<file path="src/common/rwa_pkg.sv">
// Shared constants, register map and types of the receive word aligner status block.
package rwa_pkg;
   localparam int unsigned WORD_W   = 10;
   localparam int unsigned BND_W    = 4;
   localparam int unsigned RUN_W    = 8;
   localparam int unsigned INT_W    = 5;
   localparam int unsigned PC_DEPTH = 2;

   // Run-length hold in parallel clock cycles; lock count in received patterns.
   localparam logic [1:0] RLV_HOLD      = 2'h3;
   localparam logic [1:0] LOCK_PATTERNS = 2'h3;

   // Register byte offsets.
   localparam logic [7:0] OFS_CTRL       = 8'h00;
   localparam logic [7:0] OFS_PATTERN    = 8'h04;
   localparam logic [7:0] OFS_RLV_THR    = 8'h08;
   localparam logic [7:0] OFS_STATUS     = 8'h0C;
   localparam logic [7:0] OFS_INT_STATUS = 8'h10;
   localparam logic [7:0] OFS_INT_MASK   = 8'h14;

   // Field positions.
   localparam int unsigned STAT_SYNC_BIT = 0;
   localparam int unsigned STAT_PAT_BIT  = 1;
   localparam int unsigned STAT_BND_LSB  = 2;
   localparam int unsigned INT_GAIN_BIT  = 0;
   localparam int unsigned INT_LOSS_BIT  = 1;
   localparam int unsigned INT_RLV_BIT   = 2;
   localparam int unsigned INT_INS_BIT   = 3;
   localparam int unsigned INT_DEL_BIT   = 4;

   // Reset values.
   localparam logic [1:0]  CTRL_RST     = 2'h0;
   localparam logic [9:0]  PATTERN_RST  = 10'h17C;
   localparam logic [7:0]  RLV_THR_RST  = 8'h14;
   localparam logic [4:0]  INT_MASK_RST = 5'h00;

   typedef enum logic [1:0] {
      RWA_MODE_AUTO   = 2'h0,
      RWA_MODE_MANUAL = 2'h1,
      RWA_MODE_SLIP   = 2'h2
   } rwa_mode_t;

   typedef struct packed {
      logic [WORD_W-1:0] data;
      logic              sync;
      logic              pattern;
      logic              rmInsert;
      logic              rmDelete;
   } rwa_lane_t;

   typedef struct packed {
      logic [7:0]  addr;
      logic [31:0] wrData;
      logic        wrStb;
      logic        rdStb;
   } rwa_bus_req_t;
endpackage

</file>
<file path="src/hdl/rwa_phase_pipe.sv">
// Phase compensation stage carrying aligned words and their status flags together.
`timescale 1ns/100ps
module rwa_phase_pipe (
   // Clock and reset
   input  wire logic          ref_clk,
   input  wire logic          arst_n,
   // Lane
   input  wire rwa_pkg::rwa_lane_t laneIn,
   output var  rwa_pkg::rwa_lane_t laneOut
);
   import rwa_pkg::*;

   rwa_lane_t stage_q [PC_DEPTH];

   // Flags travel in the same stages as the data so they never drift apart.
   always_ff @(posedge ref_clk or negedge arst_n) begin
      if (!arst_n) begin
         for (int i = 0; i < PC_DEPTH; i++) stage_q[i] <= '0;
      end else begin
         stage_q[0] <= laneIn;
         for (int i = 1; i < PC_DEPTH; i++) stage_q[i] <= stage_q[i-1];
      end
   end

   assign laneOut = stage_q[PC_DEPTH-1];
endmodule // rwa_phase_pipe

</file>
<file path="src/hdl/rwa_align_status.sv">
// Receive word aligner with lock, pattern, run-length and rate match status.
//
// Chosen here: the address map and strobed register access.
`timescale 1ns/100ps
// Operation
// - An alignment lock output shows whether the aligner is synchronised to the stream.
// - In bit-slip mode the alignment lock output is held low.
// - The pattern found output is high when the programmed pattern sits at the current boundary.
// - Lock and pattern found travel through the phase compensation stage alongside the data.
// - In bit-slip mode each rising edge of the slip request moves the boundary by one bit.
// - While polarity inversion is high every bit of the incoming word is inverted.
// - A run-length violation pulse marks a run of equal bits above the programmed threshold.
// - The run-length violation pulse stands for at least three parallel cycles.
// - In manual mode the manual alignment enable decides whether the boundary may move.
// - The insertion flag is high when the rate match FIFO inserts a pattern byte.
// - The deletion flag is high when the rate match FIFO removes a pattern byte.
module rwa_align_status (
   // Clock and reset
   input  wire logic                     ref_clk,
   input  wire logic                     arst_n,
   // Register port
   input  wire rwa_pkg::rwa_bus_req_t    busReq,
   output var  logic [31:0]              busRdData,
   // Receive stream and controls
   input  wire logic [rwa_pkg::WORD_W-1:0] rxWord,
   input  wire logic                     polarityInvertAsync,
   input  wire logic                     bitSlipReqAsync,
   input  wire logic                     manualAlignEnableAsync,
   // Rate match FIFO events
   input  wire logic                     rateInsertEvt,
   input  wire logic                     rateDeleteEvt,
   // Status to the core
   output var  logic [rwa_pkg::WORD_W-1:0] alignedWord,
   output var  logic                     alignLock,
   output var  logic                     alignPatternFound,
   output var  logic                     runLengthViolation,
   output var  logic                     rateFifoInsertFlag,
   output var  logic                     rateFifoDeleteFlag,
   output var  logic                     irq
);
   import rwa_pkg::*;

   typedef enum logic [1:0] {ST_LOSS, ST_ACQ, ST_SYNC} rwa_state_t;

   function automatic logic [4:0] findPattern(input logic [19:0] win, input logic [9:0] pat);
      logic [4:0] res;
      res = '0;
      for (int i = 9; i >= 0; i--) begin
         if (win[i +: 10] == pat) res = {1'b1, 4'(i)};
      end
      return res;
   endfunction

   function automatic logic [16:0] runScan(input logic [9:0] w, input logic lastIn,
                                           input logic [7:0] runIn);
      logic       last;
      logic [7:0] run;
      logic [7:0] mx;
      last = lastIn;
      run  = runIn;
      mx   = runIn;
      for (int i = 0; i < 10; i++) begin
         if (w[i] == last) begin
            if (run != 8'hFF) run = run + 8'h01;
         end else begin
            run  = 8'h01;
            last = w[i];
         end
         if (run > mx) mx = run;
      end
      return {mx, last, run};
   endfunction

   // Asynchronous controls: first stage feeds only the second.
   logic [2:0]        meta_q;
   logic [2:0]        syncd_q;
   logic              slipPrev_q;
   logic [1:0]        ctrl_q;
   logic [9:0]        pattern_q;
   logic [7:0]        rlvThr_q;
   logic [4:0]        intMask_q;
   logic [4:0]        intSt_q;
   logic [4:0]        intSt_d;
   logic [31:0]       rdData_q;
   logic [9:0]        prevWord_q;
   logic [3:0]        boundary_q;
   logic [3:0]        boundary_d;
   logic [1:0]        patCnt_q;
   logic [1:0]        patCnt_d;
   rwa_state_t        state_q;
   rwa_state_t        state_d;
   logic              runBit_q;
   logic [7:0]        runLen_q;
   logic [1:0]        rlvCnt_q;
   logic [1:0]        rlvCnt_d;
   rwa_lane_t         laneIn;
   rwa_lane_t         laneOut;

   wire        polInv    = syncd_q[2];
   wire        slipLvl   = syncd_q[1];
   wire        manEn     = syncd_q[0];
   wire        slipRise  = slipLvl && !slipPrev_q;
   wire        isSlip    = ctrl_q == RWA_MODE_SLIP;
   wire        isManual  = ctrl_q == RWA_MODE_MANUAL;
   wire        realignOk = isManual ? manEn : 1'b1;
   wire [9:0]  invWord   = polInv ? ~rxWord : rxWord;
   wire [19:0] window    = {invWord, prevWord_q};
   wire [9:0]  alignedNow = window[boundary_q +: 10];
   wire        patHere   = alignedNow == pattern_q;
   wire [4:0]  search    = findPattern(window, pattern_q);
   wire        patAny    = search[4];
   wire [3:0]  patOff    = search[3:0];
   wire        patElse   = patAny && !patHere;
   wire        syncNow   = (state_q == ST_SYNC) && !isSlip;
   wire [16:0] scan      = runScan(invWord, runBit_q, runLen_q);
   wire        rlvHit    = scan[16:9] > rlvThr_q;
   wire        evGain    = (state_q != ST_SYNC) && (state_d == ST_SYNC);
   wire        evLoss    = (state_q == ST_SYNC) && (state_d != ST_SYNC);
   wire [4:0]  events    = {rateDeleteEvt, rateInsertEvt, rlvHit && (rlvCnt_q == 2'h0),
                            evLoss, evGain};
   wire        wrCtrl    = busReq.wrStb && (busReq.addr == OFS_CTRL);
   wire        wrPat     = busReq.wrStb && (busReq.addr == OFS_PATTERN);
   wire        wrThr     = busReq.wrStb && (busReq.addr == OFS_RLV_THR);
   wire        wrMask    = busReq.wrStb && (busReq.addr == OFS_INT_MASK);
   wire        rdIntSt   = busReq.rdStb && (busReq.addr == OFS_INT_STATUS);
   wire [31:0] statusWord = {26'h0, boundary_q, alignPatternFound, alignLock};
   wire [31:0] rdMux =
      (busReq.addr == OFS_CTRL)       ? {30'h0, ctrl_q}    :
      (busReq.addr == OFS_PATTERN)    ? {22'h0, pattern_q} :
      (busReq.addr == OFS_RLV_THR)    ? {24'h0, rlvThr_q}  :
      (busReq.addr == OFS_STATUS)     ? statusWord         :
      (busReq.addr == OFS_INT_STATUS) ? {27'h0, intSt_q}   :
      (busReq.addr == OFS_INT_MASK)   ? {27'h0, intMask_q} : 32'h0;

   always_ff @(posedge ref_clk or negedge arst_n) begin
      if (!arst_n) begin
         meta_q     <= 3'h0;
         syncd_q    <= 3'h0;
         slipPrev_q <= 1'b0;
      end else begin
         meta_q     <= {polarityInvertAsync, bitSlipReqAsync, manualAlignEnableAsync};
         syncd_q    <= meta_q;
         slipPrev_q <= slipLvl;
      end
   end

   // Boundary search and lock tracking.
   always_comb begin
      state_d    = state_q;
      boundary_d = boundary_q;
      patCnt_d   = patCnt_q;
      if (isSlip) begin
         state_d  = ST_LOSS;
         patCnt_d = 2'h0;
         if (slipRise) boundary_d = (boundary_q == 4'h9) ? 4'h0 : boundary_q + 4'h1;
      end else begin
         unique case (state_q)
            ST_LOSS: begin
               if (patAny && realignOk) begin
                  boundary_d = patOff;
                  patCnt_d   = 2'h1;
                  state_d    = ST_ACQ;
               end
            end
            ST_ACQ: begin
               if (patHere) begin
                  patCnt_d = patCnt_q + 2'h1;
                  if (patCnt_q + 2'h1 == LOCK_PATTERNS) state_d = ST_SYNC;
               end else if (patElse && realignOk) begin
                  boundary_d = patOff;
                  patCnt_d   = 2'h1;
               end
            end
            ST_SYNC: begin
               if (patElse) begin
                  state_d  = ST_LOSS;
                  patCnt_d = 2'h0;
               end
            end
         endcase
      end
   end

   // The violation is stretched so slower core logic cannot miss it.
   assign rlvCnt_d = rlvHit ? RLV_HOLD : ((rlvCnt_q != 2'h0) ? rlvCnt_q - 2'h1 : 2'h0);

   always_ff @(posedge ref_clk or negedge arst_n) begin
      if (!arst_n) begin
         state_q    <= ST_LOSS;
         boundary_q <= 4'h0;
         patCnt_q   <= 2'h0;
         prevWord_q <= 10'h000;
         runBit_q   <= 1'b0;
         runLen_q   <= 8'h00;
         rlvCnt_q   <= 2'h0;
      end else begin
         state_q    <= state_d;
         boundary_q <= boundary_d;
         patCnt_q   <= patCnt_d;
         prevWord_q <= invWord;
         runBit_q   <= scan[8];
         runLen_q   <= scan[7:0];
         rlvCnt_q   <= rlvCnt_d;
      end
   end

   assign laneIn = '{data: alignedNow, sync: syncNow, pattern: patHere,
                     rmInsert: rateInsertEvt, rmDelete: rateDeleteEvt};

   rwa_phase_pipe u_pipe (
      .ref_clk (ref_clk),
      .arst_n  (arst_n),
      .laneIn  (laneIn),
      .laneOut (laneOut)
   );

   // Every status leaves on the block's single parallel clock.
   assign alignedWord        = laneOut.data;
   assign alignLock          = laneOut.sync;
   assign alignPatternFound  = laneOut.pattern;
   assign rateFifoInsertFlag = laneOut.rmInsert;
   assign rateFifoDeleteFlag = laneOut.rmDelete;
   assign runLengthViolation = rlvCnt_q != 2'h0;

   // Reading the interrupt status clears it, but a same-cycle event still lands.
   assign intSt_d = (rdIntSt ? 5'h00 : intSt_q) | events;

   always_ff @(posedge ref_clk or negedge arst_n) begin
      if (!arst_n) begin
         ctrl_q    <= CTRL_RST;
         pattern_q <= PATTERN_RST;
         rlvThr_q  <= RLV_THR_RST;
         intMask_q <= INT_MASK_RST;
         intSt_q   <= 5'h00;
         rdData_q  <= 32'h0;
      end else begin
         if (wrCtrl) ctrl_q <= busReq.wrData[1:0];
         if (wrPat) pattern_q <= busReq.wrData[9:0];
         if (wrThr) rlvThr_q <= busReq.wrData[7:0];
         if (wrMask) intMask_q <= busReq.wrData[4:0];
         intSt_q  <= intSt_d;
         rdData_q <= busReq.rdStb ? rdMux : 32'h0;
      end
   end

   assign busRdData = rdData_q;
   assign irq       = |(intSt_q & intMask_q);
endmodule // rwa_align_status

</file>
<file path="config.mk">
export PLATFORM = sky130hd
export DESIGN_NAME = rwa_align_status
export DESIGN_NICKNAME = d
export VERILOG_FILES = /design/src/common/rwa_pkg.sv /design/src/hdl/rwa_phase_pipe.sv /design/src/hdl/rwa_align_status.sv
export SDC_FILE = /design/constraint.sdc
export NUM_CORES = 1
export LEC_CHECK = 0
export BUFFER_PORTS_ARGS = -buffer_cell sky130_fd_sc_hd__buf_4
export CAP_MARGIN = 20
export CORE_ASPECT_RATIO = 2
export CORE_MARGIN = 2
export CORE_UTILIZATION = 50
export DETAILED_ROUTE_END_ITERATION = 6
export PLACE_DENSITY = 0.79
export SLEW_MARGIN = 20
export SYNTH_ARGS = -nofsm -noshare
export SYNTH_HDL_FRONTEND = slang
export SYNTH_SLANG_ARGS = --single-unit
</file>
<file path="constraint.sdc">
create_clock -name ref_clk -period 24.4 [get_ports ref_clk]
set_input_delay 1.22 -clock ref_clk [delete_from_list [all_inputs] [get_ports ref_clk]]
set_output_delay 1.22 -clock ref_clk [all_outputs]
set_load 0.03 [all_outputs]
</file>
# Word level (Yosys, flattened, before mapping)
# Index checks and enable logic that the tools add are counted.
classes:
  bitwise_logic: 3
  add_sub_neg: 13
  n_reduce_logical: 24
  shifts: 1
  n_eq_ne: 51
  muxes: 81
  order_cmp: 11
ops:
  columns: ["operator", "count"]
  rows:
  - ["$mux W8", 31]
  - ["$eq A10 B10 Y1", 11]
  - ["$gt A8 B8 Y1", 11]
  - ["$add A8 B1 Y8 const B", 10]
  - ["$ne A8 B8 Y1 const B", 10]
  - ["$mux W5", 13]
  - ["$mux W10", 4]
  - ["$mux W2", 12]
  - ["$mux W4", 6]
  - ["$shiftx A20 B5 Y10", 1]
  - ["$eq A8 B4 Y1 const B", 2]
  - ["$eq A8 B5 Y1 const B", 2]
  - ["$logic_and A1 B1 Y1", 13]
  - ["$ne A3 B3 Y1 const B", 4]
  - ["$pmux W2 S3", 2]
  - ["$mux W1", 11]
  - ["$eq A1 B1 Y1", 10]
  - ["$not A10 Y10", 1]
  - ["$eq A2 B2 Y1 const B", 4]
  - ["$eq A8 B3 Y1 const B", 1]
  - ["$logic_not A8 Y1", 1]
  - ["$pmux W4 S2", 1]
  - ["$mux W6", 1]
  - ["$ne A2 B2 Y1 const B", 3]
  - ["other kinds (15)", 19]
totals:
  register_bits: 104
  inputBits: 59
  elab_cells: 210

# Depth between registers and ports, before layout
depth:
  word_depth: 36
  ltp_mapped: 122
  ltp_nobuf: 112

# Cells and area by module
# From an unflattened synthesis, not the netlist that was laid out.
hier_totals:
  hier_cells: 1695
  hier_area_um2: 13822.0
modules_own_cells:
  columns: ["mod", "seq_area_each_um2", "area_each_um2", "n_inst", "cells_per_inst"]
  rows:
  - ["rwa_align_status", 1911.8, 13016.2, 1, 1653]
  - ["rwa_phase_pipe", 700.7, 805.8, 1, 42]

# Least setup slack after synthesis
# No wires, ideal clock.
synth_timing:
  path_type: "in2reg"
  start: "input port rxWord[0] (netlist bit)"
  end: "register rlvCnt_q[0]"
  path_buffers: 9
  stages: 111
  path_slack_ns: 2.885
  t_arrival_ns: 21.377
  setup_time_ns: 0.138
  path_cell_list: "xor2_1 -> buf_1 -> ha_1 -> buf_2 -> inv_1 -> a31oi_1 -> ha_1 -> and4_1 -> nand3_1 -> a221o_1 -> and2_1 -> nor2_1 -> mux2i_1 -> ha_1 -> a21o_1 -> a21o_1 -> a21oi_1 -> nand2_1 -> [... 75 more ...] -> o21a_1 -> o21ai_0 -> nand2b_1 -> a21oi_1 -> o21ai_0 -> o21ai_0 -> clkbuf_1 -> nor2_1 -> a21oi_1 -> ha_1 -> nor2b_1 -> o21a_1 -> o21ai_0 -> nand2b_1 -> a21oi_1 -> o21ai_0 -> o21ai_0 -> o21ai_0"
synth_via:
  elab_chain_cells: 35
  elab_cells_between_ends: 80
  cone_classes: "add/sub: 9; order compare: 11; eq/ne: 19; mux: 40; bitwise: 1"
synth_rtl:
  columns: ["item", "line_no", "text"]
  rows:
  - ["from (decl)", "rwa_align_status.sv:25", "input wire logic [rwa_pkg::WORD_W-1:0] rxWord,"]
  - ["$not A10 Y10", "rwa_align_status.sv:106", "wire [9:0] invWord = polInv ? ~rxWord : rxWord;"]
  - ["$mux W10 (*)", "rwa_align_status.sv:106", null]
  - ["named net invWord[0]", "rwa_align_status.sv:106", null]
  - ["$eq A1 B1 Y1", "rwa_align_status.sv:63", "if (w[i] == last) begin"]
  - ["$mux W8", "rwa_align_status.sv:63", null]
  - ["$add A8 B1 Y8 or $ne A8 B8 Y1 (tied branches)", "rwa_align_status.sv:64", "if (run != 8'hFF) run = run + 8'h01;"]
  - ["$mux W8", "rwa_align_status.sv:64", null]
  - ["$mux W8", "rwa_align_status.sv:63", null]
  - ["[... 21 more ...]", null, null]
  - ["$add A8 B1 Y8 or $ne A8 B8 Y1 (tied branches)", "rwa_align_status.sv:64", null]
  - ["$mux W8", "rwa_align_status.sv:64", null]
  - ["$mux W8", "rwa_align_status.sv:63", null]
  - ["$gt A8 B8 Y1", "rwa_align_status.sv:69", "if (run > mx) mx = run;"]
  - ["$mux W8 (*)", "rwa_align_status.sv:69", null]
  - ["$gt A8 B8 Y1 (*)", "rwa_align_status.sv:116", "wire rlvHit = scan[16:9] > rlvThr_q;"]
  - ["$mux W2 (*)", "rwa_align_status.sv:185", "assign rlvCnt_d = rlvHit ? RLV_HOLD : ((rlvCnt_q != 2'h0) ? rlvCnt_q - 2'h1 : 2'h0);"]
  - ["named net rlvCnt_d[0]", "rwa_align_status.sv:95", "logic [1:0] rlvCnt_d;"]
  - ["to (signal assigned)", "rwa_align_status.sv:203", "rlvCnt_q <= rlvCnt_d;"]
  - ["to (decl)", "rwa_align_status.sv:94", "logic [1:0] rlvCnt_q;"]
# The timed path passes the listed nets; every way through them passes the cells marked *.
# A chain may end at the register's enable or synchronous reset.

# Worst setup path in the final report
layout_timing:
  start: "input port rxWord[0] (netlist bit)"
  end: "register intSt_q[2]"
layout_via:
  elab_chain_cells: 36
  elab_cells_between_ends: 81
  cone_classes: "add/sub: 9; order compare: 11; eq/ne: 19; mux: 39; bitwise: 2; reduce/logical: 1"
layout_rtl:
  columns: ["item", "line_no", "text"]
  rows:
  - ["$not A10 Y10", "rwa_align_status.sv:106", null]
  - ["$mux W10 (*)", "rwa_align_status.sv:106", null]
  - ["$eq A1 B1 Y1", "rwa_align_status.sv:63", null]
  - ["$mux W8", "rwa_align_status.sv:63", null]
  - ["$add A8 B1 Y8 or $ne A8 B8 Y1 (tied branches)", "rwa_align_status.sv:64", null]
  - ["$mux W8", "rwa_align_status.sv:64", null]
  - ["$mux W8", "rwa_align_status.sv:63", null]
  - ["$add A8 B1 Y8 or $ne A8 B8 Y1 (tied branches)", "rwa_align_status.sv:64", null]
  - ["[... 21 more ...]", null, null]
  - ["$mux W8", "rwa_align_status.sv:64", null]
  - ["$mux W8", "rwa_align_status.sv:63", null]
  - ["$gt A8 B8 Y1", "rwa_align_status.sv:69", null]
  - ["$mux W8 (*)", "rwa_align_status.sv:69", null]
  - ["$gt A8 B8 Y1 (*)", "rwa_align_status.sv:116", null]
  - ["$logic_and A1 B1 Y1 (*)", "rwa_align_status.sv:119", "wire [4:0] events = {rateDeleteEvt, rateInsertEvt, rlvHit && (rlvCnt_q == 2'h0),"]
  - ["$or A5 B5 Y5 (*)", "rwa_align_status.sv:226", "assign intSt_d = (rdIntSt ? 5'h00 : intSt_q) | events;"]
  - ["named net intSt_d[2]", "rwa_align_status.sv:83", "logic [4:0] intSt_d;"]
  - ["to (signal assigned)", "rwa_align_status.sv:241", "intSt_q <= intSt_d;"]
  - ["to (decl)", "rwa_align_status.sv:82", "logic [4:0] intSt_q;"]
# Marks and branches as above.

==> metrics.yaml <==
timing:
  worst_slew_pin_slew_ns: 1.081
  fin_skew_ns: 0.009645
  rsz0062_at_grt: "false"
  maxSlewHeadroom_pct: 27.42
  hold_viol: 0
  slew_viol_final: 0
  setup_violations: 0
  max_freq_mhz: 44.16
  fin_crit_sh_pct: 92.81
  setup_ws_ns: 1.753
  timing.hold.ws_ns: 0.3492
  period_needed_ns: 22.65
  finalSetupTns_ns: 0
clock_tree:
  root_buffer: "clkbuf_16"
  clock_sinks: 104
  clock_latency_ns: 0.36
  cts_made_buffers: 9
  cts_setup_buffers: 0
  cts_hold_buf: 0
  h-tree-depth: 3
  tritoncts: "yes"
  cts_buffer_depth: 2
  cts.clk_slew.worst_paths_ns: 0.07
final_layout:
  drive_above_1_share_pct: 13.94
  syn_to_final_growth_pct: 6.675
  layout.nets: 1756
  fillers: 2428
  register_area_mm2: 0.002613
  n_antenna_cell: 0
  multi_input_area_mm2: 0.009788
  final_core_util_pct: 53.85
yosys:
  synthTopCellsByArea: "dfrtp_1, ha_1, xnor2_1"
  synthArstFlopShare_pct: 100.0
  ys_top_cells_by_count: "nand2_1, nor2_1, a21oi_1"
  synth_edf_count: 0
  yosysMostFrequentCell: "nand2_1"
  synth.largest_area_cell: "dfrtp_1"
  synth_warnings: 0
  ys_seq_elements: 104
  avgSynthCellArea_um2: 8.183
  syn_inst: 1608
  ys_dominant_reg_cell: "dfrtp_1"
  netlist_area_mm2: 0.01316
  yosysSeqAreaShare_pct: 19.85
  synth_top_area_share_pct: 18.26
  synth.distinct_cells: 119
routing:
  wl_per_cell_um: 17.80
  route.detailed.drc: 0
  wl_um: 34850
  drt-pass1-iter-count: 5
  via_count: 12170
  antenna_left: 0
  routed_via_density: 6.213
  drt_iter0_markers: 1162
critical_path:
  arrival_ns: 22.86
  crit_path_start_kind: "primary input"
  cp_slowest_cell: "or4b_1"
  cpMostUsedCell: "a21oi_1"
  crit_path_max_incr_delay_ns: 0.49
  crit_type: "primary input to flip-flop"
  regToRegSetupSlack_ns: 1.89
  end_kind: "flip-flop"
  cp_max_fo: 15
  required_ns: 24.62
placed_design:
  dp_hpwl_um: 26690
  portBuffers: 62
  globalplace.congestion: 0.9542
  dp_slack_ns: 1.158
global_route:
  grt_usage_pct: 24.75
  grt_max_degree: 71
  overflow: 0
  grt_pass1_wl_um: 56950
  antenna_found_initial: 0
  grt_pass1_vias: 11350
floorplanning:
  pin_count: 107
  die_h_um: 233.4
  core_mm2: 0.02607
  row_count: 84
  die_area_mm2: 0.02771
  initial_utilization_pct: 50.48
  fp.dieW_um: 118.7
run:
  max_cap_viol_count: 0
status:
  status: "complete, no violations"
min_path:
  hold_class: "flip-flop to flip-flop"
==> critical path, delay by kind of cell <==
family	cells	cell delay [ns]
adder cells (fa/ha/maj)	12	3.74
AO/OA/AOI/OAI	53	10.31
multiplexers	4	1.15
XOR/XNOR	1	0.44
buffers and inverters	8	1.27
AND/OR/NAND/NOR	29	4.69
==> cell usage in the layout, fill, tap and decap left out, types with 10 or more instances in the layout <==
master and n:
nor2_1 105, xnor2_1 100, nand3_1 42, o21a_1 12, and3_1 22, nand2_1 118
a21oi_1 101, o2111ai_1 10, a31oi_1 15, a211oi_1 15, nand4_1 38, mux4_2 12
nor3_1 36, xor2_1 67, and2_1 27, nand2b_1 15, inv_1 79, buf_4 77
conb_1 22, o21ai_0 70, or2_2 10, mux2i_1 58, ha_1 88, dfrtp_1 96
nor2b_1 23, a21o_1 25, mux2_2 43, nor4_1 24
==> stage by stage <==
stage,instance area [um^2],instances
final,14040,1958
after CTS,14000,1958
after global routing,14040,1958
after global placement,13690,1942
after floorplan,13240,1629
after detailed placement,13690,1942
==> path summary, 6_finish.rpt <==
kind	to	from	cells past startpoint
hold reg to reg	u_pipe.laneOut[10]$_DFF_PN0_	u_pipe.stage_q[24]$_DFF_PN0_	0
setup reg to reg	intSt_q[2]$_DFF_PN0_	syncd_q[2]$_DFF_PN0_	106
setup / recovery	intSt_q[2]$_DFF_PN0_	rxWord[0]	107
hold / removal	u_pipe.laneOut[10]$_DFF_PN0_	u_pipe.stage_q[24]$_DFF_PN0_	0
min in group asynchronous	u_pipe.stage_q[27]$_DFF_PN0_	arst_n	1
max in group asynchronous	busRdData[6]$_DFF_PN0_	arst_n	2
==> registers in the layout, summed over array words and instances (netlist names), 3 cells and up <==
name / flops
prevWord_q: 10
meta_q: 3
runLen_q: 8
rlvThr_q: 8
boundary_q: 4
u_pipe.stage_q: 14
intMask_q: 5
u_pipe.laneOut: 14
syncd_q: 3
busRdData: 10
intSt_q: 5
pattern_q: 10
==> routing by layer <==
layer  part of all wire (%)  GRT usage (%)  vias up
met5                      0              0        -
met3                    7.0          3.125       58
li1                       -              -     5868
met1                     44          34.53     5764
met2                     47          40.34      475
met4                    2.2          6.659        0
==> cell type report <==
class	count	share of cell area (%)
flip-flops and latches	104	18.61
clock inverters	5	0.4992
well taps	344	3.066
multi-input cells	1333	69.73
clock buffers	11	1.729
inverters	84	2.246
repair buffers	77	4.118
==> logic make-up (layout without fill, tap and decap cells) <==
family,count (synthesis),in the layout,synth area share (%)
simple gates,528,528,21.41
mux,119,119,10.76
xor+xnor,168,168,11.24
fa+ha+maj,88,88,8.367
compound gates,408,408,21.70
buf+inv,192,177,6.637
flops,104,104,19.85
other cells,1,22,0.02850
==> what timing repair did <==
action | in CTS | in global routing
resized for setup | 0 | 7
endpoints found under the hold margin | 0 | 0
endpoints found under the setup margin | 0 | 3
Power is left out: the tool's default activity adds up to more than one toggle a clock period on the data nets, which glitch-free logic cannot reach.
